$ cat src/include/dbi_pkg.sv
/*
 * Shared constants, types and helpers for the bank interleave tracker.
 * Assumes a single 100 MHz clock and command pins already synchronous.
 */
// Function
// - Idle after precharge; active after activate time.
// - Read autoprecharge: access, then precharge at burst end.
// - Write autoprecharge: precharge begins after write recovery.
// - Other banks accept commands during autoprecharge.
// - Burst terminate hits the latest burst's bank.
// - Deselect and no operation continue previous operation.
// - Command encodings for activate, read, write, precharge, terminate.
`default_nettype none

package dbi_pkg;

  // Clock period in picoseconds at 100 MHz.
  localparam int CLK_PERIOD_PS = 10_000;

  // Bank timing in nanoseconds; plain defaults, the part decides.
  localparam int PRECHARGE_PERIOD_NS = 20;
  localparam int ACTIVATE_TO_ACCESS_NS = 20;
  localparam int WRITE_RECOVERY_NS = 15;
  localparam int WRITE_TO_READ_NS = 10;

  // Default burst length and read latency in half cycles.
  localparam int BURST_LENGTH_SETTING = 4;
  localparam int READ_LATENCY_X2 = 6;

  // Width of the per-bank down-counter and of the spacing counter.
  localparam int CNT_W = 8;

  // Least times round up to whole cycles, never below one.
  function automatic int ns_to_cycles(input int ns);
    int c;
    c = (ns * 1000 + CLK_PERIOD_PS - 1) / CLK_PERIOD_PS;
    return (c < 1) ? 1 : c;
  endfunction

  // Cycle counts derived from the times above.
  localparam int PRECHARGE_CYC = ns_to_cycles(PRECHARGE_PERIOD_NS);
  localparam int ACTIVATE_CYC = ns_to_cycles(ACTIVATE_TO_ACCESS_NS);
  localparam int WRITE_RECOVERY_CYC = ns_to_cycles(WRITE_RECOVERY_NS);
  localparam int WRITE_TO_READ_CYC = ns_to_cycles(WRITE_TO_READ_NS);

  // Per-bank states; access periods of autoprecharge are their own states.
  typedef enum logic [2:0] {
    BANK_IDLE,
    BANK_ACTIVATING,
    BANK_ACTIVE,
    BANK_READ,
    BANK_WRITE,
    BANK_READ_AP,
    BANK_WRITE_AP,
    BANK_PRECHARGING
  } dbi_bank_state_t;

  // Decoded commands.
  typedef enum logic [2:0] {
    CMD_NOP,
    CMD_ACT,
    CMD_READ,
    CMD_WRITE,
    CMD_PRE,
    CMD_BST,
    CMD_REF,
    CMD_LMR
  } dbi_cmd_t;

  // Pin decode: chip select low, then row, column and write strobes.
  function automatic dbi_cmd_t decode_cmd(input logic csN, input logic rasN,
                                          input logic casN, input logic weN);
    dbi_cmd_t c;
    c = CMD_NOP;
    if (!csN)
    begin
      case ({rasN, casN, weN})
        3'h3: c = CMD_ACT;
        3'h5: c = CMD_READ;
        3'h4: c = CMD_WRITE;
        3'h2: c = CMD_PRE;
        3'h6: c = CMD_BST;
        3'h1: c = CMD_REF;
        3'h0: c = CMD_LMR;
        default: c = CMD_NOP;
      endcase
    end
    return c;
  endfunction

  // Same-bank legality of a command for the bank's current state.
  function automatic logic cmd_allowed(input dbi_bank_state_t s,
                                       input dbi_cmd_t c);
    logic ok;
    ok = 1'b0;
    case (s)
      BANK_IDLE: ok = (c == CMD_ACT) || (c == CMD_PRE);
      BANK_ACTIVE: ok = (c == CMD_READ) || (c == CMD_WRITE) || (c == CMD_PRE);
      BANK_READ: ok = (c == CMD_READ) || (c == CMD_PRE) || (c == CMD_BST);
      BANK_WRITE: ok = (c == CMD_WRITE) || (c == CMD_PRE) || (c == CMD_BST);
      default: ok = 1'b0;
    endcase
    return ok;
  endfunction

endpackage

`default_nettype wire

$ cat src/include/dbi_bank_if.sv
/*
 * Carrier between the command decoder and one bank tracker.
 * Assumes one instance per bank, driven from the same clock.
 */
`default_nettype none

interface dbi_bank_if;
  logic doAct;   // Activate this bank.
  logic doRead;  // Start a read burst.
  logic doWrite; // Start a write burst.
  logic doPre;   // Precharge this bank.
  logic doBst;   // Terminate this bank's burst.
  logic autoPre; // The read or write carries autoprecharge.
  dbi_pkg::dbi_bank_state_t state; // Bank's current state.

  modport ctrl (output doAct, doRead, doWrite, doPre, doBst, autoPre,
                input state);
  modport bank (input doAct, doRead, doWrite, doPre, doBst, autoPre,
                output state);
endinterface

`default_nettype wire

$ cat src/rtl/dbi_bank_fsm.sv
/*
 * One bank's state machine with its down-counter.
 * Assumes the decoder only hands over commands already found legal.
 */
`default_nettype none

module dbi_bank_fsm #(
  parameter int BURST_LEN = dbi_pkg::BURST_LENGTH_SETTING
) (
  input wire logic clk_sys,
  input wire logic rst,
  dbi_bank_if.bank port
);

  localparam int W = dbi_pkg::CNT_W;
  // Read data occupies half the burst length in clock periods.
  localparam logic [W-1:0] RD_LEN = W'(BURST_LEN / 2);
  // Write data starts one cycle after the command.
  localparam logic [W-1:0] WR_LEN = W'(1 + BURST_LEN / 2);
  localparam logic [W-1:0] WR_REC = W'(dbi_pkg::WRITE_RECOVERY_CYC);
  localparam logic [W-1:0] T_RP = W'(dbi_pkg::PRECHARGE_CYC);
  localparam logic [W-1:0] T_RCD = W'(dbi_pkg::ACTIVATE_CYC);

  initial
  begin
    if (WR_LEN + WR_REC >= (1 << W) || T_RP >= (1 << W)
        || T_RCD >= (1 << W))
      $error("Bank timing does not fit the counter width.");
  end

  dbi_pkg::dbi_bank_state_t state_reg, state_next; // Current state.
  logic [W-1:0] cnt_reg, cnt_next; // Cycles left in a timed state.

  assign port.state = state_reg;

  // Next state: timed states leave when the counter reaches one.
  always_comb
  begin
    state_next = state_reg;
    cnt_next = (cnt_reg != '0) ? cnt_reg - W'(1) : cnt_reg;
    case (state_reg)
      dbi_pkg::BANK_IDLE:
      begin
        if (port.doAct)
        begin
          state_next = dbi_pkg::BANK_ACTIVATING;
          cnt_next = T_RCD;
        end
      end
      dbi_pkg::BANK_ACTIVATING:
      begin
        // Row active only once the activate time has run out.
        if (cnt_reg == W'(1))
          state_next = dbi_pkg::BANK_ACTIVE;
      end
      dbi_pkg::BANK_ACTIVE, dbi_pkg::BANK_READ, dbi_pkg::BANK_WRITE:
      begin
        if (port.doPre)
        begin
          state_next = dbi_pkg::BANK_PRECHARGING;
          cnt_next = T_RP;
        end
        else if (port.doBst)
        begin
          // Burst cut short; the row stays open.
          state_next = dbi_pkg::BANK_ACTIVE;
          cnt_next = '0;
        end
        else if (port.doRead)
        begin
          // Access period ends where the earliest precharge would go.
          state_next = port.autoPre ? dbi_pkg::BANK_READ_AP
                                    : dbi_pkg::BANK_READ;
          cnt_next = RD_LEN;
        end
        else if (port.doWrite)
        begin
          // With autoprecharge, the access period includes the write recovery time.
          state_next = port.autoPre ? dbi_pkg::BANK_WRITE_AP
                                    : dbi_pkg::BANK_WRITE;
          cnt_next = port.autoPre ? WR_LEN + WR_REC : WR_LEN;
        end
        else if (state_reg != dbi_pkg::BANK_ACTIVE && cnt_reg == W'(1))
          state_next = dbi_pkg::BANK_ACTIVE; // Burst ran to its end.
      end
      dbi_pkg::BANK_READ_AP, dbi_pkg::BANK_WRITE_AP:
      begin
        // Access period over: the precharge period follows.
        if (cnt_reg == W'(1))
        begin
          state_next = dbi_pkg::BANK_PRECHARGING;
          cnt_next = T_RP;
        end
      end
      dbi_pkg::BANK_PRECHARGING:
      begin
        if (cnt_reg == W'(1))
          state_next = dbi_pkg::BANK_IDLE;
      end
      default:
      begin
        state_next = dbi_pkg::BANK_IDLE;
        cnt_next = '0;
      end
    endcase
  end

  // State registers.
  always_ff @(posedge clk_sys)
  begin
    if (rst)
    begin
      state_reg <= dbi_pkg::BANK_IDLE;
      cnt_reg <= '0;
    end
    else
    begin
      state_reg <= state_next;
      cnt_reg <= cnt_next;
    end
  end

endmodule // dbi_bank_fsm

`default_nettype wire

$ cat src/rtl/dbi_interleave.sv
/*
 * Command decoder and cross-bank checker with one tracker per bank.
 * Assumes the command pins are synchronous to clk_sys and that exit
 * times from self refresh or power-down are kept by the controller.
 */
`default_nettype none

module dbi_interleave #(
  parameter int NUM_BANKS = 4,
  parameter int BURST_LEN = dbi_pkg::BURST_LENGTH_SETTING,
  parameter int LATENCY_X2 = dbi_pkg::READ_LATENCY_X2
) (
  input wire logic clk_sys,
  input wire logic rst,
  input wire logic cke,
  input wire logic csN,
  input wire logic rasN,
  input wire logic casN,
  input wire logic weN,
  input wire logic [$clog2(NUM_BANKS)-1:0] bankSel,
  input wire logic autoPreSel,
  output logic [3*NUM_BANKS-1:0] bankStates,
  output logic cmdTaken,
  output logic cmdRefused,
  output logic allBanksIdle,
  output logic readBurstBusy,
  output logic writeBurstBusy
);

  localparam int W = dbi_pkg::CNT_W;
  localparam int BW = $clog2(NUM_BANKS);
  localparam int HALF_BL = BURST_LEN / 2;
  // Read latency rounded up to whole cycles.
  localparam int LAT_RU = (LATENCY_X2 + 1) / 2;
  // Gaps after an autoprecharge command to a command for another bank.
  localparam logic [W-1:0] GAP_WA_RD =
    W'(1 + HALF_BL + dbi_pkg::WRITE_TO_READ_CYC);
  localparam logic [W-1:0] GAP_WA_WR = W'(HALF_BL);
  localparam logic [W-1:0] GAP_RA_RD = W'(HALF_BL);
  localparam logic [W-1:0] GAP_RA_WR = W'(LAT_RU + HALF_BL);
  localparam logic [W-1:0] GAP_ROW = W'(1);

  initial
  begin
    if (!(BURST_LEN inside {2, 4, 8, 16}))
      $error("Burst length must be 2, 4, 8 or 16.");
    if (NUM_BANKS < 2 || (1 << BW) != NUM_BANKS)
      $error("Bank count must be a power of two of at least two.");
    if (LATENCY_X2 < 2 || GAP_WA_RD + 1 >= (1 << W))
      $error("Latency or gaps do not fit the counters.");
  end

  // Least spacing from the latest autoprecharge command to command c.
  function automatic logic [W-1:0] gap_needed(input logic wasWrite,
                                              input dbi_pkg::dbi_cmd_t c);
    logic [W-1:0] g;
    g = '0;
    case (c)
      dbi_pkg::CMD_READ: g = wasWrite ? GAP_WA_RD : GAP_RA_RD;
      dbi_pkg::CMD_WRITE: g = wasWrite ? GAP_WA_WR : GAP_RA_WR;
      dbi_pkg::CMD_ACT, dbi_pkg::CMD_PRE: g = GAP_ROW;
      default: g = '0;
    endcase
    return g;
  endfunction

  dbi_bank_if bankIf[NUM_BANKS] (); // One carrier per bank.
  dbi_pkg::dbi_bank_state_t stateArr [NUM_BANKS]; // Gathered states.
  logic [NUM_BANKS-1:0] actVec, rdVec, wrVec, preVec, bstVec; // Strobes.
  logic apFlag; // Autoprecharge bit for the issued read or write.

  // Trackers, one per bank.
  for (genvar g = 0; g < NUM_BANKS; g++)
  begin : gBank
    assign bankIf[g].doAct = actVec[g];
    assign bankIf[g].doRead = rdVec[g];
    assign bankIf[g].doWrite = wrVec[g];
    assign bankIf[g].doPre = preVec[g];
    assign bankIf[g].doBst = bstVec[g];
    assign bankIf[g].autoPre = apFlag;
    assign stateArr[g] = bankIf[g].state;
    assign bankStates[3*g +: 3] = bankIf[g].state;
    dbi_bank_fsm #(
      .BURST_LEN(BURST_LEN)
    ) uBank (
      .clk_sys(clk_sys),
      .rst(rst),
      .port(bankIf[g].bank)
    );
  end

  logic ckePrev_reg, ckePrev_next; // Clock enable of the previous cycle.
  logic [BW-1:0] burstBank_reg, burstBank_next; // Bank of latest burst.
  logic [BW-1:0] apBank_reg, apBank_next; // Bank of latest autoprecharge.
  logic apWrite_reg, apWrite_next; // That command was a write.
  logic [W-1:0] sinceAp_reg, sinceAp_next; // Cycles since it, saturating.
  logic taken_reg, taken_next; // Command executed last cycle.
  logic refused_reg, refused_next; // Command refused last cycle.
  logic idle_reg, idle_next; // All banks idle.
  logic rdBusy_reg, rdBusy_next; // Some bank is in a read burst.
  logic wrBusy_reg, wrBusy_next; // Some bank is in a write burst.

  assign cmdTaken = taken_reg;
  assign cmdRefused = refused_reg;
  assign allBanksIdle = idle_reg;
  assign readBurstBusy = rdBusy_reg;
  assign writeBurstBusy = wrBusy_reg;

  // Decode, check and route one command per cycle.  Refused commands
  // change no bank, so a misbehaving controller cannot corrupt state.
  always_comb
  begin
    dbi_pkg::dbi_cmd_t cmd;
    logic ckeValid;
    logic legal;
    logic anyIdle;
    logic anyRd;
    logic anyWr;
    logic preAllOk;
    logic [BW-1:0] target;
    cmd = dbi_pkg::decode_cmd(csN, rasN, casN, weN);
    ckeValid = ckePrev_reg && cke;
    anyIdle = 1'b1;
    anyRd = 1'b0;
    anyWr = 1'b0;
    preAllOk = 1'b1;
    for (int i = 0; i < NUM_BANKS; i++)
    begin
      anyIdle = anyIdle && (stateArr[i] == dbi_pkg::BANK_IDLE);
      anyRd = anyRd || (stateArr[i] == dbi_pkg::BANK_READ)
              || (stateArr[i] == dbi_pkg::BANK_READ_AP);
      anyWr = anyWr || (stateArr[i] == dbi_pkg::BANK_WRITE)
              || (stateArr[i] == dbi_pkg::BANK_WRITE_AP);
      preAllOk = preAllOk
                 && dbi_pkg::cmd_allowed(stateArr[i], dbi_pkg::CMD_PRE);
    end
    // Terminate goes to the latest burst's bank, not the addressed one.
    target = (cmd == dbi_pkg::CMD_BST) ? burstBank_reg
                                       : bankSel;
    legal = 1'b0;
    case (cmd)
      dbi_pkg::CMD_REF, dbi_pkg::CMD_LMR:
        legal = anyIdle;
      dbi_pkg::CMD_PRE:
        legal = autoPreSel ? preAllOk
                : dbi_pkg::cmd_allowed(stateArr[target], cmd);
      dbi_pkg::CMD_NOP:
        legal = 1'b0;
      default:
        legal = dbi_pkg::cmd_allowed(stateArr[target], cmd);
    endcase
    // A write may not cut into another bank's read, nor the reverse.
    if (cmd == dbi_pkg::CMD_WRITE && anyRd
        && stateArr[target] != dbi_pkg::BANK_READ)
      legal = 1'b0;
    if (cmd == dbi_pkg::CMD_READ && anyWr
        && stateArr[target] != dbi_pkg::BANK_WRITE)
      legal = 1'b0;
    // Other banks stay open during autoprecharge, after the least gap.
    if (target != apBank_reg && sinceAp_reg < gap_needed(apWrite_reg, cmd))
      legal = 1'b0;
    if (!ckeValid)
      legal = 1'b0;

    actVec = '0;
    rdVec = '0;
    wrVec = '0;
    preVec = '0;
    bstVec = '0;
    apFlag = autoPreSel;
    if (legal)
    begin
      case (cmd)
        dbi_pkg::CMD_ACT: actVec[target] = 1'b1;
        dbi_pkg::CMD_READ: rdVec[target] = 1'b1;
        dbi_pkg::CMD_WRITE: wrVec[target] = 1'b1;
        dbi_pkg::CMD_PRE:
        begin
          // Precharge all skips banks that are already idle.
          for (int i = 0; i < NUM_BANKS; i++)
            preVec[i] = (autoPreSel || BW'(i) == target)
                        && stateArr[i] != dbi_pkg::BANK_IDLE;
        end
        dbi_pkg::CMD_BST: bstVec[target] = 1'b1;
        default: actVec = '0;
      endcase
    end

    ckePrev_next = cke;
    burstBank_next = burstBank_reg;
    apBank_next = apBank_reg;
    apWrite_next = apWrite_reg;
    sinceAp_next = (sinceAp_reg == '1) ? sinceAp_reg
                                       : sinceAp_reg + W'(1);
    if (legal && (cmd == dbi_pkg::CMD_READ || cmd == dbi_pkg::CMD_WRITE))
    begin
      burstBank_next = target;
      if (autoPreSel)
      begin
        apBank_next = target;
        apWrite_next = (cmd == dbi_pkg::CMD_WRITE);
        sinceAp_next = W'(1);
      end
    end
    taken_next = legal;
    refused_next = ckeValid && cmd != dbi_pkg::CMD_NOP
                   && !legal;
    idle_next = anyIdle;
    rdBusy_next = anyRd;
    wrBusy_next = anyWr;
  end

  // Decoder registers.
  always_ff @(posedge clk_sys)
  begin
    if (rst)
    begin
      ckePrev_reg <= 1'b0;
      burstBank_reg <= '0;
      apBank_reg <= '0;
      apWrite_reg <= 1'b0;
      sinceAp_reg <= '1;
      taken_reg <= 1'b0;
      refused_reg <= 1'b0;
      idle_reg <= 1'b1;
      rdBusy_reg <= 1'b0;
      wrBusy_reg <= 1'b0;
    end
    else
    begin
      ckePrev_reg <= ckePrev_next;
      burstBank_reg <= burstBank_next;
      apBank_reg <= apBank_next;
      apWrite_reg <= apWrite_next;
      sinceAp_reg <= sinceAp_next;
      taken_reg <= taken_next;
      refused_reg <= refused_next;
      idle_reg <= idle_next;
      rdBusy_reg <= rdBusy_next;
      wrBusy_reg <= wrBusy_next;
    end
  end

endmodule // dbi_interleave

`default_nettype wire

$ cat config.mk
export PLATFORM = sky130hd
export DESIGN_NAME = dbi_interleave
export DESIGN_NICKNAME = d
export VERILOG_FILES = /design/src/include/dbi_pkg.sv /design/src/include/dbi_bank_if.sv /design/src/rtl/dbi_bank_fsm.sv /design/src/rtl/dbi_interleave.sv
export SDC_FILE = /design/constraint.sdc
export NUM_CORES = 1
export LEC_CHECK = 0
export BUFFER_PORTS_ARGS = -buffer_cell sky130_fd_sc_hd__buf_4
export CORE_MARGIN = 2
export CORE_UTILIZATION = 30
export DETAILED_ROUTE_END_ITERATION = 12
export PLACE_DENSITY = 0.57
export SYNTH_ARGS = -nofsm -noshare
export SYNTH_HDL_FRONTEND = slang
export SYNTH_SLANG_ARGS = --single-unit
$ cat constraint.sdc
create_clock -name clk_sys -period 5 [get_ports clk_sys]
set_input_delay 0.5 -clock clk_sys [delete_from_list [all_inputs] [get_ports clk_sys]]
set_output_delay 0.5 -clock clk_sys [all_outputs]
set_load 0.03 [all_outputs]
==> metrics.md <==
| Metric | Value |
|---|---|
| Outcome | finished, final reports clean |
| Critical Path AT | 4.08 ns |
| Max incr delay on CP | 0.66 ns |
| Largest net degree at the start of global routing | 33 |
| Final Cell Area | 5430 um2 |
| CP endpoint | gBank[3].uBank.cnt_reg[7] |
| Count leader, synth | nor2_1 |
| Yosys top cell by area | dfxtp_1 |
| Worst-path clk slew | 0.05 ns |
| Cells resized by post-CTS repair | 0 |
| Number of library cell types mapped by synthesis | 73 |
| Initial Utilization | 30.4% |
| Worst path depth | 12 |
| Setup repair after global routing missed its margin | false |
| Max rail drop VDD | 0.238 mV |
| Worst endpoint required time | 5.19 ns |
| Crit path from | weN |
| Dpl hpwl | 9750 um |
| Syn_area_per_cell | 7.34 um2 |
| Total GRT Usage | 17.2% |
| CTS Buf Count | 9 |
| Max_slew headroom | 48.7% |
| Hold_sp | cke |
| Multi-input gate area | 3260 um2 |
| Drc violations | 0 |
| Via/cell ratio | 5.40 |
| Worst r2r dst | gBank[3].uBank.cnt_reg[7] |
| Post-Synthesis Cells | 651 |
| Top cells by area, synth | dfxtp_1 26%, nor2_1 6.5%, a21oi_1 5.1% |
| Final Setup Violations | 0 |
| Max cap viols | 0 |
| Worst-skew pair later-pin latency | 0.34 ns |
| Core footprint | 15700 um2 |
| Register area | 1260 um2 |
| Port Buf Inserts | 26 |
| Placed inst area | 5130 um2 |
| Primary FF master, synth | dfxtp_1 |
| CP Launch Type | input port |
| Tightest Hold Check Type | in -> reg |
| Diode count | 0 |
| Vias in the first global route | 4635 |
| Worst Max-Slew Pin Slew | 0.768 ns |
| Async S/R FF share, synth | 0% |
| CTS tree | done |
| Crit path kind | in -> reg |
| Layout area overhead | 13.5% |
| Max FFs per register | 32 |
| Die width | 130 um |
| Routed len/inst | 15.7 um |
| Post-CTS Hold Buffers | 0 |
| Crit path buf inv count | 3 |
| Crit-path max FO | 19 |
| WL final | 13800 um |
| Post-synthesis register bit count | 63 |
| Share of the synthesized area in the top cell type | 26.4% |
| Max Freq | 258 MHz |
| Crit-path cells | buf_4 -> and4bb_1 -> mux2i_1 -> buf_4 -> xnor2_1 -> o22ai_1 -> nor4_1 -> nor3_1 -> o211ai_2 -> buf_4 -> o311ai_1 -> nor2_1 |
| Most used cell, CP | buf_4 |
| Final Skew | 0.00525 ns |
| First-pass GRT wire length | 23200 um |
| Crit. End Element | flip-flop |
| Postcts setup bufs | 0 |
| Total grt overflow | 0 |
| Pins over their slew limit | 0 |
| Die area | 17000 um2 |
| Final ANT Viol Nets | 0 |
| R2R setup slack | 1.42 ns |
| CTS root buffer | clkbuf_16 |
| Pwr/cell area | 461 nW/um2 |
| Antenna violations before repair | 0 |
| Fin crit period | 3.88 ns |
| Crit share post-route | 77.6% |
| Yosys warns | 0 |
| Static Leak | 2.01 nW |
| Final hold violation count | 0 |
| Post-Syn Nets | 676 |
| TritonRoute pass-1 iters | 5 |
| Gpl congestion | 0.943 |
| Seq/Total Area, Yosys | 26.4% |
| CTS sink cnt | 63 |
| Maximum buffer depth of the clock tree | 2 |
| Post-synth EDFFs | 0 |
| CP delay by family, top | simple AND/OR/NAND/NOR gates |
| Slowest cell on the critical path | o311ai_1 |
| Layout cells sized above 1 | 9.82% |
| Mapped Area | 4780 um2 |
| Fillers | 1659 |
| Vias | 4739 |
| Core Rows | 46 |
| Commonest cells post-synth | 83 x nor2_1, 63 x dfxtp_1, 60 x nand2_1 |
| R2r worst-path depth | 9 |
| Setup tns final | 0 ns |
| Post-layout net count | 682 |
| H-tree depth | 3 |
| Die height | 130 um |
| Top-level port count | 27 |
| Reg-to-Reg Start | gBank[2].uBank.port.state[2] |
| DRT iter0 DRCs | 362 |
==> worst register-to-register path, cell delays in order (launching register included) <==
cell	delay [ns]
dfxtp_1	0.55
nor3_1	0.57
nand4_1	0.28
nand2_1	0.13
a21oi_1	0.06
nor3_1	0.64
o211ai_2	0.18
buf_4	0.24
o311ai_1	0.67
nor2_1	0.12
==> final cells by class <==
class                           count  share of cell area [%]
Multi-Input combinational cell    527                    60.1
Sequential cell                    63                    23.2
Tap cell                          216                    4.98
Timing Repair Buffer               34                    4.70
Clock buffer                       13                    4.61
Inverter                           22                    1.52
Clock inverter                      3                   0.784
==> cells in the final DEF, fill, tap and decap left out, drive strengths merged, types with 18 or more instances in the layout <==
cell,count
nand3,18
xnor2,26
nor2,83
a21oi,50
dfxtp,63
nor3,30
buf,34
o21ai,48
nand2,60
inv,20
==> metal layers <==
| layer | track usage (%) | share of wire, % | vias up |
|---|---|---|---|
| met3 | 4.18 | 5.6 | 24 |
| met1 | 22.5 | 48 | 2218 |
| met5 | 0 | 0 | - |
| li1 | - | - | 2360 |
| met4 | 6.26 | 2.1 | 0 |
| met2 | 27.7 | 44 | 137 |
==> where the power goes <==
group	leakage, nW	switching [mW]	internal [mW]
Sequential	0.517	0.138	0.643
Clock	0.140	0.227	0.399
Combinational	1.36	0.602	0.490
==> how the worst min path moves through the flow <==
stage,cells past startpoint,slack [ns],end
after floorplan,2,0.47,gBank[2].uBank.cnt_reg[4]
after global placement,2,0.49,gBank[0].uBank.cnt_reg[5]
after detailed placement,2,0.49,gBank[1].uBank.cnt_reg[5]
after CTS,2,0.42,ckePrev_reg
after global routing,2,0.45,ckePrev_reg
final,2,0.43,ckePrev_reg
==> cell families (layout without fill, tap and decap cells) <==
family | Yosys count | after routing | share of synthesized area, %
xor+xnor | 42 | 42 | 7.70
buf+inv | 61 | 72 | 5.32
simple gates | 263 | 263 | 26.6
compound gates | 191 | 191 | 26.2
fa+ha+maj | 15 | 15 | 3.93
mux | 16 | 16 | 3.85
flops | 63 | 63 | 26.4
==> metrics by stage <==
step | power (mW) | hold slack, ns | util, % | instances | worst slack, ns
final | 2.50 | 0.426 | 34.5 | 878 | 1.12
after global routing | 2.73 | 0.452 | 34.5 | 878 | 0.773
after CTS | 2.52 | 0.416 | 34.5 | 878 | 1.20
after detailed placement | 1.87 | 0.493 | 32.7 | 862 | 0.889
after global placement | 1.88 | 0.493 | 32.7 | 862 | 0.935
after floorplan | 1.67 | 0.473 | - | 651 | 1.57
(Power assumes the default switching activity.)
